==> src/csw_pkg.sv <==
// Package: constants and types for configuration select and input switchover
// How it works
// - Strap sampled at reset picks mode
// - Software mode keeps serial interface open
// - Default configuration comes from stored memory
// - Software mode loads serial defaults when flag set
// - Four stored configurations, chosen by pins
// - Pins index configuration; serial interface closed
// - Host holds select pins stable at reset
// - Host waits 10 ms before changing pins
// - Host changes one select pin at once
// - Quiet 1 ms; device applies new configuration
// - Input select pin picks reference source
// - Primary-source bit inverts select pin meaning
// - Primary-source bit resets to zero
// - Mode field upper bit zero means manual
// - Primary bit sets primary and secondary roles
// - Source switching never glitches the output; the code can still emit a one-cycle high pulse as it parks
`default_nettype none
package csw_pkg;
   localparam int CLK_MHZ = 200;
   localparam int SETTLE_MS = 10;
   localparam int APPLY_MS = 1;
   localparam int CYC_PER_MS = CLK_MHZ * 1000;
   localparam int SETTLE_CYC = SETTLE_MS * CYC_PER_MS;
   localparam int APPLY_CYC = APPLY_MS * CYC_PER_MS;
   localparam int NUM_CFG = 4;
   localparam int CFG_W = 8;
   localparam int SMODE_W = 2;
   localparam int SMODE_MAN_BIT = 1;
   localparam logic PRIM_RST = 1'h0;
   localparam logic SRC_XTAL = 1'h0;
   localparam logic SRC_DIFF = 1'h1;
   // Configuration origin index: 0..3 stored, 4 serial defaults
   localparam logic [2:0] CFG_SERIAL = 3'h4;
   typedef enum logic [1:0] {CSW_SW, CSW_HW} csw_mode_t;
   typedef enum logic [1:0] {HS_POR, HS_WAIT, HS_IDLE, HS_GAP} csw_host_st_t;
   typedef enum logic [1:0] {SW_RUN, SW_GATE, SW_OPEN} csw_sw_st_t;
endpackage : csw_pkg
`default_nettype wire

==> src/csw_if.sv <==
// Interface: pins between the clock device and its host or straps
`default_nettype none
interface csw_if;
   logic mode_strap_pin;
   logic config_select_bit0;
   logic config_select_bit1;
   logic input_select_pin;
   modport dev (input mode_strap_pin, config_select_bit0, config_select_bit1,
      input_select_pin);
   modport host (output mode_strap_pin, config_select_bit0, config_select_bit1,
      output input_select_pin);
endinterface : csw_if
`default_nettype wire

==> src/csw_device.sv <==
// Device end: mode strap, configuration selection and park-low source switchover
`default_nettype none
module csw_device
   import csw_pkg::*;
#(
   parameter int SETTLE_CYCLES = SETTLE_CYC,
   parameter int APPLY_CYCLES = APPLY_CYC,
   parameter int CFG_WIDTH = CFG_W
) (
   // Clock and reset
   input wire logic clock,
   input wire logic sys_rst,
   // Pins from host or straps
   csw_if.dev pins,
   // Stored configurations and serial defaults
   input wire logic [NUM_CFG*CFG_WIDTH-1:0] stored_cfg,
   input wire logic [CFG_WIDTH-1:0] serial_default_cfg,
   input wire logic power_up_load_flag,
   // Serial-written switchover settings
   input wire logic primary_source_bit_wr,
   input wire logic primary_source_bit_val,
   input wire logic [SMODE_W-1:0] switchover_mode_field,
   // Reference clocks (sampled as data here)
   input wire logic crystal_ref_input,
   input wire logic diff_clock_input_pos,
   input wire logic diff_clock_input_neg,
   // Results
   output logic hw_mode_r,
   output logic serial_open_r,
   output logic [CFG_WIDTH-1:0] active_cfg_r,
   output logic [2:0] cfg_origin_r,
   output logic cfg_busy_r,
   output logic primary_source_bit_r,
   output logic source_diff_r,
   output logic ref_clock_out_r
);
   logic [1:0] strap_s, config_select_bit0_s, config_select_bit1_s, isel_s;
   logic strap_cap_r;
   logic [1:0] sel_prev_r;
   logic [31:0] apply_cnt_r;
   logic want_diff;
   csw_sw_st_t sw_st_r;
   logic xtal_d_r, diff_d_r;

   function automatic logic [CFG_WIDTH-1:0] pick_cfg(input logic [1:0] idx,
      input logic [NUM_CFG*CFG_WIDTH-1:0] mem);
      pick_cfg = mem[idx*CFG_WIDTH +: CFG_WIDTH];
   endfunction

   // Two-flop synchronisers for pins
   always_ff @(posedge clock) begin
      strap_s <= {strap_s[0], pins.mode_strap_pin};
      config_select_bit0_s <= {config_select_bit0_s[0], pins.config_select_bit0};
      config_select_bit1_s <= {config_select_bit1_s[0], pins.config_select_bit1};
      isel_s <= {isel_s[0], pins.input_select_pin};
   end

   // Strap caught once after reset release
   always_ff @(posedge clock) begin
      if (sys_rst) begin
         strap_cap_r <= 1'h0;
         hw_mode_r <= 1'h0;
         serial_open_r <= 1'h0;
      end else if (!strap_cap_r && apply_cnt_r == 32'h3) begin
         strap_cap_r <= 1'h1;
         hw_mode_r <= strap_s[1];
         serial_open_r <= !strap_s[1];
      end
   end

   // Configuration load at power-up and on select change
   always_ff @(posedge clock) begin
      if (sys_rst) begin
         apply_cnt_r <= 32'h0;
         sel_prev_r <= 2'h0;
         active_cfg_r <= '0;
         cfg_origin_r <= 3'h0;
         cfg_busy_r <= 1'h1;
      end else if (!strap_cap_r) begin
         apply_cnt_r <= apply_cnt_r + 32'h1; // Wait for synchronisers to fill
         sel_prev_r <= {config_select_bit1_s[1], config_select_bit0_s[1]};
         // Fourth edge: the pin level driven on the first edge is through both flops
         if (apply_cnt_r == 32'h3) begin
            cfg_busy_r <= 1'h0;
            apply_cnt_r <= 32'h0;
            if (strap_s[1]) begin
               // Stored configuration indexed by pins, upper bit from second pin
               active_cfg_r <= pick_cfg({config_select_bit1_s[1], config_select_bit0_s[1]}, stored_cfg);
               cfg_origin_r <= {1'h0, config_select_bit1_s[1], config_select_bit0_s[1]};
            end else if (power_up_load_flag) begin
               active_cfg_r <= serial_default_cfg;
               cfg_origin_r <= CFG_SERIAL;
            end else begin
               active_cfg_r <= pick_cfg(2'h0, stored_cfg);
               cfg_origin_r <= 3'h0;
            end
         end
      end else if (hw_mode_r) begin
         sel_prev_r <= {config_select_bit1_s[1], config_select_bit0_s[1]};
         if ({config_select_bit1_s[1], config_select_bit0_s[1]} != sel_prev_r) begin
            cfg_busy_r <= 1'h1;
            apply_cnt_r <= 32'h0;
         end else if (cfg_busy_r) begin
            apply_cnt_r <= apply_cnt_r + 32'h1;
            if (apply_cnt_r == 32'(APPLY_CYCLES - 2)) begin
               active_cfg_r <= pick_cfg(sel_prev_r, stored_cfg);
               cfg_origin_r <= {1'h0, sel_prev_r};
               cfg_busy_r <= 1'h0;
            end
         end
      end
   end

   // Primary-source bit, writable only when the serial port is open
   always_ff @(posedge clock) begin
      if (sys_rst) primary_source_bit_r <= PRIM_RST;
      else if (serial_open_r && primary_source_bit_wr)
         primary_source_bit_r <= primary_source_bit_val;
   end

   // Selected source: select pin xor primary bit in manual mode
   always_comb begin
      want_diff = source_diff_r;
      if (!switchover_mode_field[SMODE_MAN_BIT])
         want_diff = isel_s[1] ^ primary_source_bit_r;
   end

   // Sample references as data for the switch
   always_ff @(posedge clock) begin
      xtal_d_r <= crystal_ref_input;
      diff_d_r <= diff_clock_input_pos & ~diff_clock_input_neg;
   end

   // Switch: park low, change source, reopen; the old source can still pass one high cycle as parking starts
   always_ff @(posedge clock) begin
      if (sys_rst) begin
         sw_st_r <= SW_RUN;
         source_diff_r <= SRC_XTAL;
         ref_clock_out_r <= 1'h0;
      end else begin
         unique case (sw_st_r)
            SW_RUN: begin
               ref_clock_out_r <= source_diff_r ? diff_d_r : xtal_d_r;
               if (want_diff != source_diff_r && !ref_clock_out_r) sw_st_r <= SW_GATE;
            end
            SW_GATE: begin
               ref_clock_out_r <= 1'h0;
               source_diff_r <= want_diff ? SRC_DIFF : SRC_XTAL;
               sw_st_r <= SW_OPEN;
            end
            SW_OPEN: begin
               // Reopen only while new source is low to avoid a runt pulse
               if (!(source_diff_r ? diff_d_r : xtal_d_r)) sw_st_r <= SW_RUN;
            end
            default: sw_st_r <= SW_RUN;
         endcase
      end
   end
endmodule : csw_device
`default_nettype wire

==> src/flat_wrapper.sv <==
// flat-port wrapper written by rule: the top's interface ports become plain ports
module csw_device_flat import csw_pkg::*;
#(
   parameter int SETTLE_CYCLES = SETTLE_CYC,
   parameter int APPLY_CYCLES = APPLY_CYC,
   parameter int CFG_WIDTH = CFG_W
)
  (clock, sys_rst, stored_cfg, serial_default_cfg, power_up_load_flag, primary_source_bit_wr, primary_source_bit_val, switchover_mode_field, crystal_ref_input, diff_clock_input_pos, diff_clock_input_neg, hw_mode_r, serial_open_r, active_cfg_r, cfg_origin_r, cfg_busy_r, primary_source_bit_r, source_diff_r, ref_clock_out_r, pins_mode_strap_pin, pins_config_select_bit0, pins_config_select_bit1, pins_input_select_pin);
  csw_if pins_i ();
  input wire logic clock;
  input wire logic sys_rst;
  input wire logic [NUM_CFG*CFG_WIDTH-1:0] stored_cfg;
  input wire logic [CFG_WIDTH-1:0] serial_default_cfg;
  input wire logic power_up_load_flag;
  input wire logic primary_source_bit_wr;
  input wire logic primary_source_bit_val;
  input wire logic [SMODE_W-1:0] switchover_mode_field;
  input wire logic crystal_ref_input;
  input wire logic diff_clock_input_pos;
  input wire logic diff_clock_input_neg;
  output logic hw_mode_r;
  output logic serial_open_r;
  output logic [CFG_WIDTH-1:0] active_cfg_r;
  output logic [2:0] cfg_origin_r;
  output logic cfg_busy_r;
  output logic primary_source_bit_r;
  output logic source_diff_r;
  output logic ref_clock_out_r;
  input wire logic [$bits(pins_i.mode_strap_pin)-1:0] pins_mode_strap_pin;
  input wire logic [$bits(pins_i.config_select_bit0)-1:0] pins_config_select_bit0;
  input wire logic [$bits(pins_i.config_select_bit1)-1:0] pins_config_select_bit1;
  input wire logic [$bits(pins_i.input_select_pin)-1:0] pins_input_select_pin;
  assign pins_i.mode_strap_pin = pins_mode_strap_pin;
  assign pins_i.config_select_bit0 = pins_config_select_bit0;
  assign pins_i.config_select_bit1 = pins_config_select_bit1;
  assign pins_i.input_select_pin = pins_input_select_pin;
  csw_device #(.SETTLE_CYCLES(SETTLE_CYCLES), .APPLY_CYCLES(APPLY_CYCLES), .CFG_WIDTH(CFG_WIDTH)) u_core (.clock(clock), .sys_rst(sys_rst), .pins(pins_i), .stored_cfg(stored_cfg), .serial_default_cfg(serial_default_cfg), .power_up_load_flag(power_up_load_flag), .primary_source_bit_wr(primary_source_bit_wr), .primary_source_bit_val(primary_source_bit_val), .switchover_mode_field(switchover_mode_field), .crystal_ref_input(crystal_ref_input), .diff_clock_input_pos(diff_clock_input_pos), .diff_clock_input_neg(diff_clock_input_neg), .hw_mode_r(hw_mode_r), .serial_open_r(serial_open_r), .active_cfg_r(active_cfg_r), .cfg_origin_r(cfg_origin_r), .cfg_busy_r(cfg_busy_r), .primary_source_bit_r(primary_source_bit_r), .source_diff_r(source_diff_r), .ref_clock_out_r(ref_clock_out_r));
endmodule
==> config.mk <==
export PLATFORM = sky130hd
export DESIGN_NAME = csw_device_flat
export DESIGN_NICKNAME = d
export VERILOG_FILES = /design/src/csw_pkg.sv /design/src/csw_if.sv /design/src/csw_device.sv /design/src/flat_wrapper.sv
export SDC_FILE = /design/constraint.sdc
export NUM_CORES = 1
export LEC_CHECK = 0
export ABC_AREA = 1
export BUFFER_PORTS_ARGS = -buffer_cell sky130_fd_sc_hd__buf_4
export CORE_MARGIN = 4
export CORE_UTILIZATION = 49
export CTS_CLUSTER_SIZE = 8
export DETAILED_ROUTE_END_ITERATION = 16
export MAX_ROUTING_LAYER = met4
export PLACE_DENSITY = 0.79
export SLEW_MARGIN = 20
export SYNTH_ARGS = -nofsm -noshare
export SYNTH_HDL_FRONTEND = slang
export SYNTH_SLANG_ARGS = --single-unit
==> constraint.sdc <==
create_clock -name clock -period 1.84 [get_ports clock]
set_input_delay 0 -clock clock [delete_from_list [all_inputs] [get_ports clock]]
set_output_delay 0 -clock clock [all_outputs]
set_load 0.02 [all_outputs]
==> Yosys cells after proc, flatten, opt, wreduce, memory -nomap -nowiden <==
Index checks and enable logic that the tools add are counted.
{ "op_classes": {"add_sub_neg": 1, "mul": 0, "div_mod_pow": 0, "magnitude_cmp": 0, "n_eq_ne": 13, "shift": 2, "mux": 36, "bitwise": 3, "reduce_logical": 13} }
{ "op_table": {"columns": ["op", "n"], "rows": [
  ["32-bit two-way mux", 5],
  ["8-bit two-way mux", 8],
  ["32-bit by 6-bit variable part select with 8-bit output", 2],
  ["32-bit by 1-bit adder with 32-bit output (second input constant)", 1],
  ["32-bit by 18-bit == test with 1-bit output (second input constant)", 1],
  ["32-bit by 2-bit == test with 1-bit output (second input constant)", 1],
  ["3-bit two-way mux", 8],
  ["1-bit two-way mux", 9],
  ["2-bit two-way mux", 4],
  ["2-bit by 1-bit != test with 1-bit output (second input constant)", 3],
  ["2-bit != test (second input constant)", 3],
  ["2-bit one-hot mux with 3 select lines", 1],
  ["2-bit AND reduction", 3],
  ["5-bit AND reduction", 1],
  ["2-bit nonzero test", 2],
  ["1-bit logical AND", 3],
  ["1-bit zero test", 3],
  ["3-bit by 2-bit != test with 1-bit output (second input constant)", 1],
  ["2-bit by 1-bit == test with 1-bit output (second input constant)", 1],
  ["2-bit == test (second input constant)", 1],
  ["2-bit zero test", 1],
  ["2-bit != test", 1],
  ["1-bit one-hot mux with 2 select lines", 1],
  ["1-bit AND", 1],
  ["other kinds (3)", 3]
]} }
{ "word_totals": {"reg_bits": 64, "latch_bits": 0, "mem_bits_rw": 0, "rom_bits": 0, "in_bits": 54, "out_inout_bits": 17, "memories": 0} }

==> Longest topological paths before layout <==
{ "depth": {"depth_word": 6, "depth_mapped": 13} }

==> Least setup slack after synthesis <==
No wires, ideal clock.
{ "synth_timing": {"path_type": "register to register", "startpoint": "register u_core.apply_cnt_r[0]", "endpoint": "register u_core.apply_cnt_r[3]", "setup_time_ns": 0.115, "t_arrival_ns": 1.467, "path_slack_ns": 0.258, "path_stages_with_launch": 12, "path_buffers": 1, "cell_sequence": "dfxtp_1 -> ha_1 -> nand2_1 -> nor2_1 -> nand2_1 -> nor2_1 -> nand2_2 -> nand2_2 -> nand2_2 -> nand2_4 -> buf_6 -> nor2_1"} }
{ "synth_between": {"elab_chain_cells": 5, "word_cells_on_any_way": 7, "cone_classes": "add/sub: 1; eq/ne: 1; mux: 5"} }
{ "synth_rtl": {"columns": ["element", "line_no", "rtl"], "rows": [
  ["start: declaration", "csw_device.sv:40", "logic [31:0] apply_cnt_r;"],
  ["start signal: assignment", "csw_device.sv:80", "apply_cnt_r <= apply_cnt_r + 32'h1;"],
  ["start signal: assignment", "csw_device.sv:104", "apply_cnt_r <= apply_cnt_r + 32'h1;"],
  ["32-bit by 1-bit adder with 32-bit output", "csw_device.sv:80, csw_device.sv:104", null],
  ["32-bit two-way mux", "csw_device.sv:103", "end else if (cfg_busy_r) begin"],
  ["32-bit two-way mux", "csw_device.sv:100", "if ({config_select_bit1_s[1], config_select_bit0_s[1]} != sel_prev_r) begin"],
  ["32-bit two-way mux", "csw_device.sv:98", "end else if (hw_mode_r) begin"],
  ["32-bit two-way mux *", "csw_device.sv:79", "end else if (!strap_cap_r) begin"]
]} }
Mark *: on every way between the ends. The rest lies on a longest branch, timed or not. The select of a mux whose other input is x is not followed.
A chain may end at the register's enable or synchronous reset.

==> Worst setup path in the final report <==
{ "layout_timing": {"startpoint": "register u_core.apply_cnt_r[0]", "endpoint": "register u_core.apply_cnt_r[15]"} }
The elaborated chain is that of the path after synthesis.

==> results.py <==
metrics = {
    "placement": {
        "dp.cells": 864,
        "port_buffers": 69,
        "placer_s_final_routability_congestion_estimate": 0.9021,
        "placement.setup.worst_slack_ns": 0.1800,
        "post_dp_hpwl_um": 8461,
        "placedInstanceArea_mm2": 0.004771,
    },
    "die": {
        "die_w_um": 99.42,
        "start_util_pct": 50.09,
        "floorplan.rows": 33,
        "top_level_ports": 71,
        "design.core.area_mm2": 0.008175,
        "fp.dieH_um": 99.42,
        "floorplan.die_area_mm2": 0.009884,
    },
    "layout": {
        "multi_input_comb_area_mm2": 0.002320,
        "final_cell_count_no_fill": 890,
        "n_fill_cell": 785,
        "nets": 836,
        "flow.area_growth_from_synthesis_pct": 23.89,
        "drive_above_1_share_pct": 15.80,
        "postLayoutCellArea_mm2": 0.005074,
        "diodes": 0,
        "regArea_mm2": 0.001281,
        "fin_util_pct": 62.06,
    },
    "grt": {
        "grt_pass1_vias": 4332,
        "globalRouteTotalUtil_pct": 24.01,
        "grt_first_pass_wirelength_um": 19200,
        "maximum_number_of_pins_on_one_net_before_global_route_repair": 32,
        "antenna_found_initial": 0,
        "globalRouteOverflowTotal": 0,
    },
    "sta": {
        "timing_worst_slew_pin_value_ns": 0.4546,
        "setup_slack_ns": 0.1651,
        "worst_slew_margin_rel_pct": 69.51,
        "worst_hold_slack_ns": 0.1092,
        "timing.final.max_slew_violations": 0,
        "rsz0062_at_grt": "no",
        "finalCritPeriodShare_pct": 91.03,
        "timing.final.crit_period_ns": 1.675,
        "setup_tns_final_ns": 0,
        "setup_viol_count_final": 0,
        "timing_hold_violations_final": 0,
        "skew_ns": 0.01141,
        "max_clock_freq_mhz": 597.1,
    },
    "power": {
        "peakVddDrop_uv": 732.4,
        "report.power.total_mw": 3.971,
        "power.density_cell_area_mw_per_mm2": 782.8,
        "power.leakage_nw": 2.464,
    },
    "routing": {
        "routed-via-count": 4568,
        "drt.antenna.violating_nets": 0,
        "drc_errors": 0,
        "dr.first_iter.drc_count": 270,
        "wirelength_um": 11250,
        "drt_pre_antenna_iters": 5,
        "vias_per_cell": 5.133,
        "mean_routed_wirelength_per_cell_um": 12.64,
    },
    "synthesis": {
        "synth-warning-count": 0,
        "synth.avg_cell_area_um2": 5.918,
        "synth_seq_area_share_pct": 31.29,
        "syn-num-nets": 748,
        "synthesis.instances": 692,
        "yosys.cell_types.count": 33,
        "synth.cell_area_mm2": 0.004095,
        "synth-async-reset-ratio_pct": 0,
        "leading_register_cell_type_out_of_synthesis": "sky130_fd_sc_hd__dfxtp_1",
        "synth_edf_count": 0,
        "postSynthRegisterBits": 64,
    },
    "clock_network": {
        "cts-htree-levels": 3,
        "post-cts-setup-buffer-count": 0,
        "tritoncts_num_sinks": 64,
        "tritoncts.num_buffers": 9,
        "clock_transition_at_the_registers_of_the_reported_paths_ns": 0.07,
        "tritoncts_clock_tree": "built",
        "ctsLongestPathBuffers": 2,
        "clk_root_buffer_cell": "sky130_fd_sc_hd__clkbuf_8",
        "clock_insertion_delay_worst_skew_ns": 0.34,
    },
    "run_status": {
        "status": "finished clean",
    },
    "hold_path": {
        "worstHoldPathType": "in2reg",
        "hold_end": "u_core.active_cfg_r[1]$_SDFFE_PP0P_",
        "hold_path_depth": 7,
        "startpoint_of_the_lowest_slack_hold_path": "serial_default_cfg[1]",
    },
    "setup_path": {
        "crit_path_top_delay_cell": "sky130_fd_sc_hd__dfxtp_1",
        "critical_path_buf_inv_count": 0,
        "cp_top_family": "simple AND/OR/NAND/NOR gates",
        "sort_of_element_at_the_start_of_the_critical_path": "flip-flop",
        "reg2reg_slack_ns": 0.17,
        "cp_max_fo": 17,
        "timing.setup.critical_path_class": "reg2reg",
        "maximum_cell_stage_delay_along_the_critical_path_ns": 0.39,
        "crit_path_cell_trace": "ha_1 > nand2_1 > nor2_1 > nand2_1 > nor2_1 > nand2_2 > nand2_2 > nand2_2 > nand2_4 > nor2_1",
        "reg2reg_from": "u_core.apply_cnt_r[0]$_SDFFE_PP0P_",
        "critical_path.reg2reg.endpoint": "u_core.apply_cnt_r[15]$_SDFFE_PP0P_",
        "worstPathArrival_ns": 1.89,
        "worst-r2r-cell-count": 10,
        "endpoint_kind": "flip-flop",
        "cp_data_required_time_ns": 2.05,
    },
    "flow_run": {
        "cap_violations": 0,
    },
}
[power breakdown]
| group | leakage (nW) | internal, mW | switching, mW | total [mW] |
|---|---|---|---|---|
| sequential | 0.522 | 1.49 | 0.0907 | 1.58 |
| clock | 0.0993 | 0.661 | 0.565 | 1.23 |
| combinational | 1.84 | 0.482 | 0.678 | 1.16 |
[timing repair]
action                                 CTS  global route
endpoints found under the hold margin   11             0
setup endpoints to repair                0             3
gates resized for setup                  0             2
hold buffers                            10             0
[worst min-delay path: stages]
cell and delay [ns]:
sky130_fd_sc_hd__buf_4 0.08, sky130_fd_sc_hd__o21ai_0 0.06, sky130_fd_sc_hd__nand2_1 0.05, sky130_fd_sc_hd__nor2_1 0.04, sky130_fd_sc_hd__nand3_1 0.06, sky130_fd_sc_hd__nand2_1 0.05
sky130_fd_sc_hd__nor2_1 0.07
[how the worst max path moves through the flow]
stage,start,end,slack [ns],depth (start not counted)
2_1_floorplan,u_core.apply_cnt_r[0]$_SDFFE_PP0P_,u_core.apply_cnt_r[3]$_SDFFE_PP0P_,0.26,11
3_3_place_gp,u_core.apply_cnt_r[9]$_SDFFE_PP0P_,u_core.apply_cnt_r[31]$_SDFFE_PP0P_,0.25,8
3_5_place_dp,u_core.apply_cnt_r[0]$_SDFFE_PP0P_,u_core.apply_cnt_r[15]$_SDFFE_PP0P_,0.18,10
4_1_cts,u_core.apply_cnt_r[0]$_SDFFE_PP0P_,u_core.apply_cnt_r[15]$_SDFFE_PP0P_,0.17,10
5_1_grt,u_core.sel_prev_r[0]$_SDFFE_PP0P_,u_core.apply_cnt_r[30]$_SDFFE_PP0P_,0.02,11
6_report,u_core.apply_cnt_r[0]$_SDFFE_PP0P_,u_core.apply_cnt_r[15]$_SDFFE_PP0P_,0.17,10
[metal layers]
layer	routed length [um]	up-vias	part of all wire, %	GRT usage (%)
li1	-	2341	-	-
met3	865	18	7.7	3.997
met4	172	0	1.5	6.723
met5	0	-	0	-
met1	4898	2041	44	30.64
met2	5310	168	47	39.36
[sequential cells by signal (all words and copies together), names as in the netlist, 2 cells and up]
name,flops
u_core.sel_prev_r,2
u_core.apply_cnt_r,32
u_core.config_select_bit0_s,2
u_core.config_select_bit1_s,2
u_core.cfg_origin_r,3
u_core.active_cfg_r,8
u_core.sw_st_r,2
u_core.strap_s,2
u_core.isel_s,2
[layout make-up]
| type | count | area share, % |
|---|---|---|
| Clock buffer | 11 | 2.787 |
| Clock inverter | 5 | 1.110 |
| Inverter | 96 | 7.152 |
| Multi-Input combinational cell | 510 | 45.72 |
| Sequential cell | 64 | 25.25 |
| Tap cell | 105 | 2.589 |
| Timing Repair Buffer | 99 | 15.39 |
[cells in the final DEF (no fill, tap or decap), types with 3 or more instances in the layout]
cell,count
sky130_fd_sc_hd__nand2_1,208
sky130_fd_sc_hd__clkbuf_8,10
sky130_fd_sc_hd__inv_1,90
sky130_fd_sc_hd__nand3_1,48
sky130_fd_sc_hd__a21oi_1,35
sky130_fd_sc_hd__o211ai_1,22
sky130_fd_sc_hd__inv_2,3
sky130_fd_sc_hd__o21ai_0,15
sky130_fd_sc_hd__nand4_1,7
sky130_fd_sc_hd__dfxtp_1,64
sky130_fd_sc_hd__buf_4,88
sky130_fd_sc_hd__xor2_1,9
sky130_fd_sc_hd__nor2_1,124
sky130_fd_sc_hd__nor2_2,6
sky130_fd_sc_hd__dlygate4sd3_1,10
sky130_fd_sc_hd__nor3_1,12
sky130_fd_sc_hd__nor4_1,3
sky130_fd_sc_hd__nand2_2,6
[logic make-up after synthesis]
kind of cell	after synthesis	share of synthesized area, %
buffers and inverters	118	12.19
XOR/XNOR	11	2.353
AND/OR/NAND/NOR	418	41.89
flip-flops	64	31.29
adder cells (fa/ha/maj)	2	0.6110
AO/OA/AOI/OAI	79	11.67
[cells in the mapped netlist, types with 6 or more instances]
| cell | count | share of area, % |
|---|---|---|
| sky130_fd_sc_hd__clkbuf_1 | 7 | 0.64 |
| sky130_fd_sc_hd__nand2_2 | 6 | 0.92 |
| sky130_fd_sc_hd__nand3_1 | 48 | 5.9 |
| sky130_fd_sc_hd__dfxtp_1 | 64 | 31 |
| sky130_fd_sc_hd__nor2_1 | 126 | 12 |
| sky130_fd_sc_hd__nor3_1 | 12 | 1.5 |
| sky130_fd_sc_hd__nand2_1 | 208 | 19 |
| sky130_fd_sc_hd__nand4_1 | 7 | 1.1 |
| sky130_fd_sc_hd__xor2_1 | 9 | 1.9 |
| sky130_fd_sc_hd__o211ai_1 | 22 | 4.0 |
| sky130_fd_sc_hd__buf_2 | 7 | 0.86 |
| sky130_fd_sc_hd__a21oi_1 | 35 | 4.3 |
| sky130_fd_sc_hd__o21ai_0 | 15 | 1.8 |
| sky130_fd_sc_hd__inv_1 | 90 | 8.2 |
No activity file was read; power rests on OpenSTA's default activity.
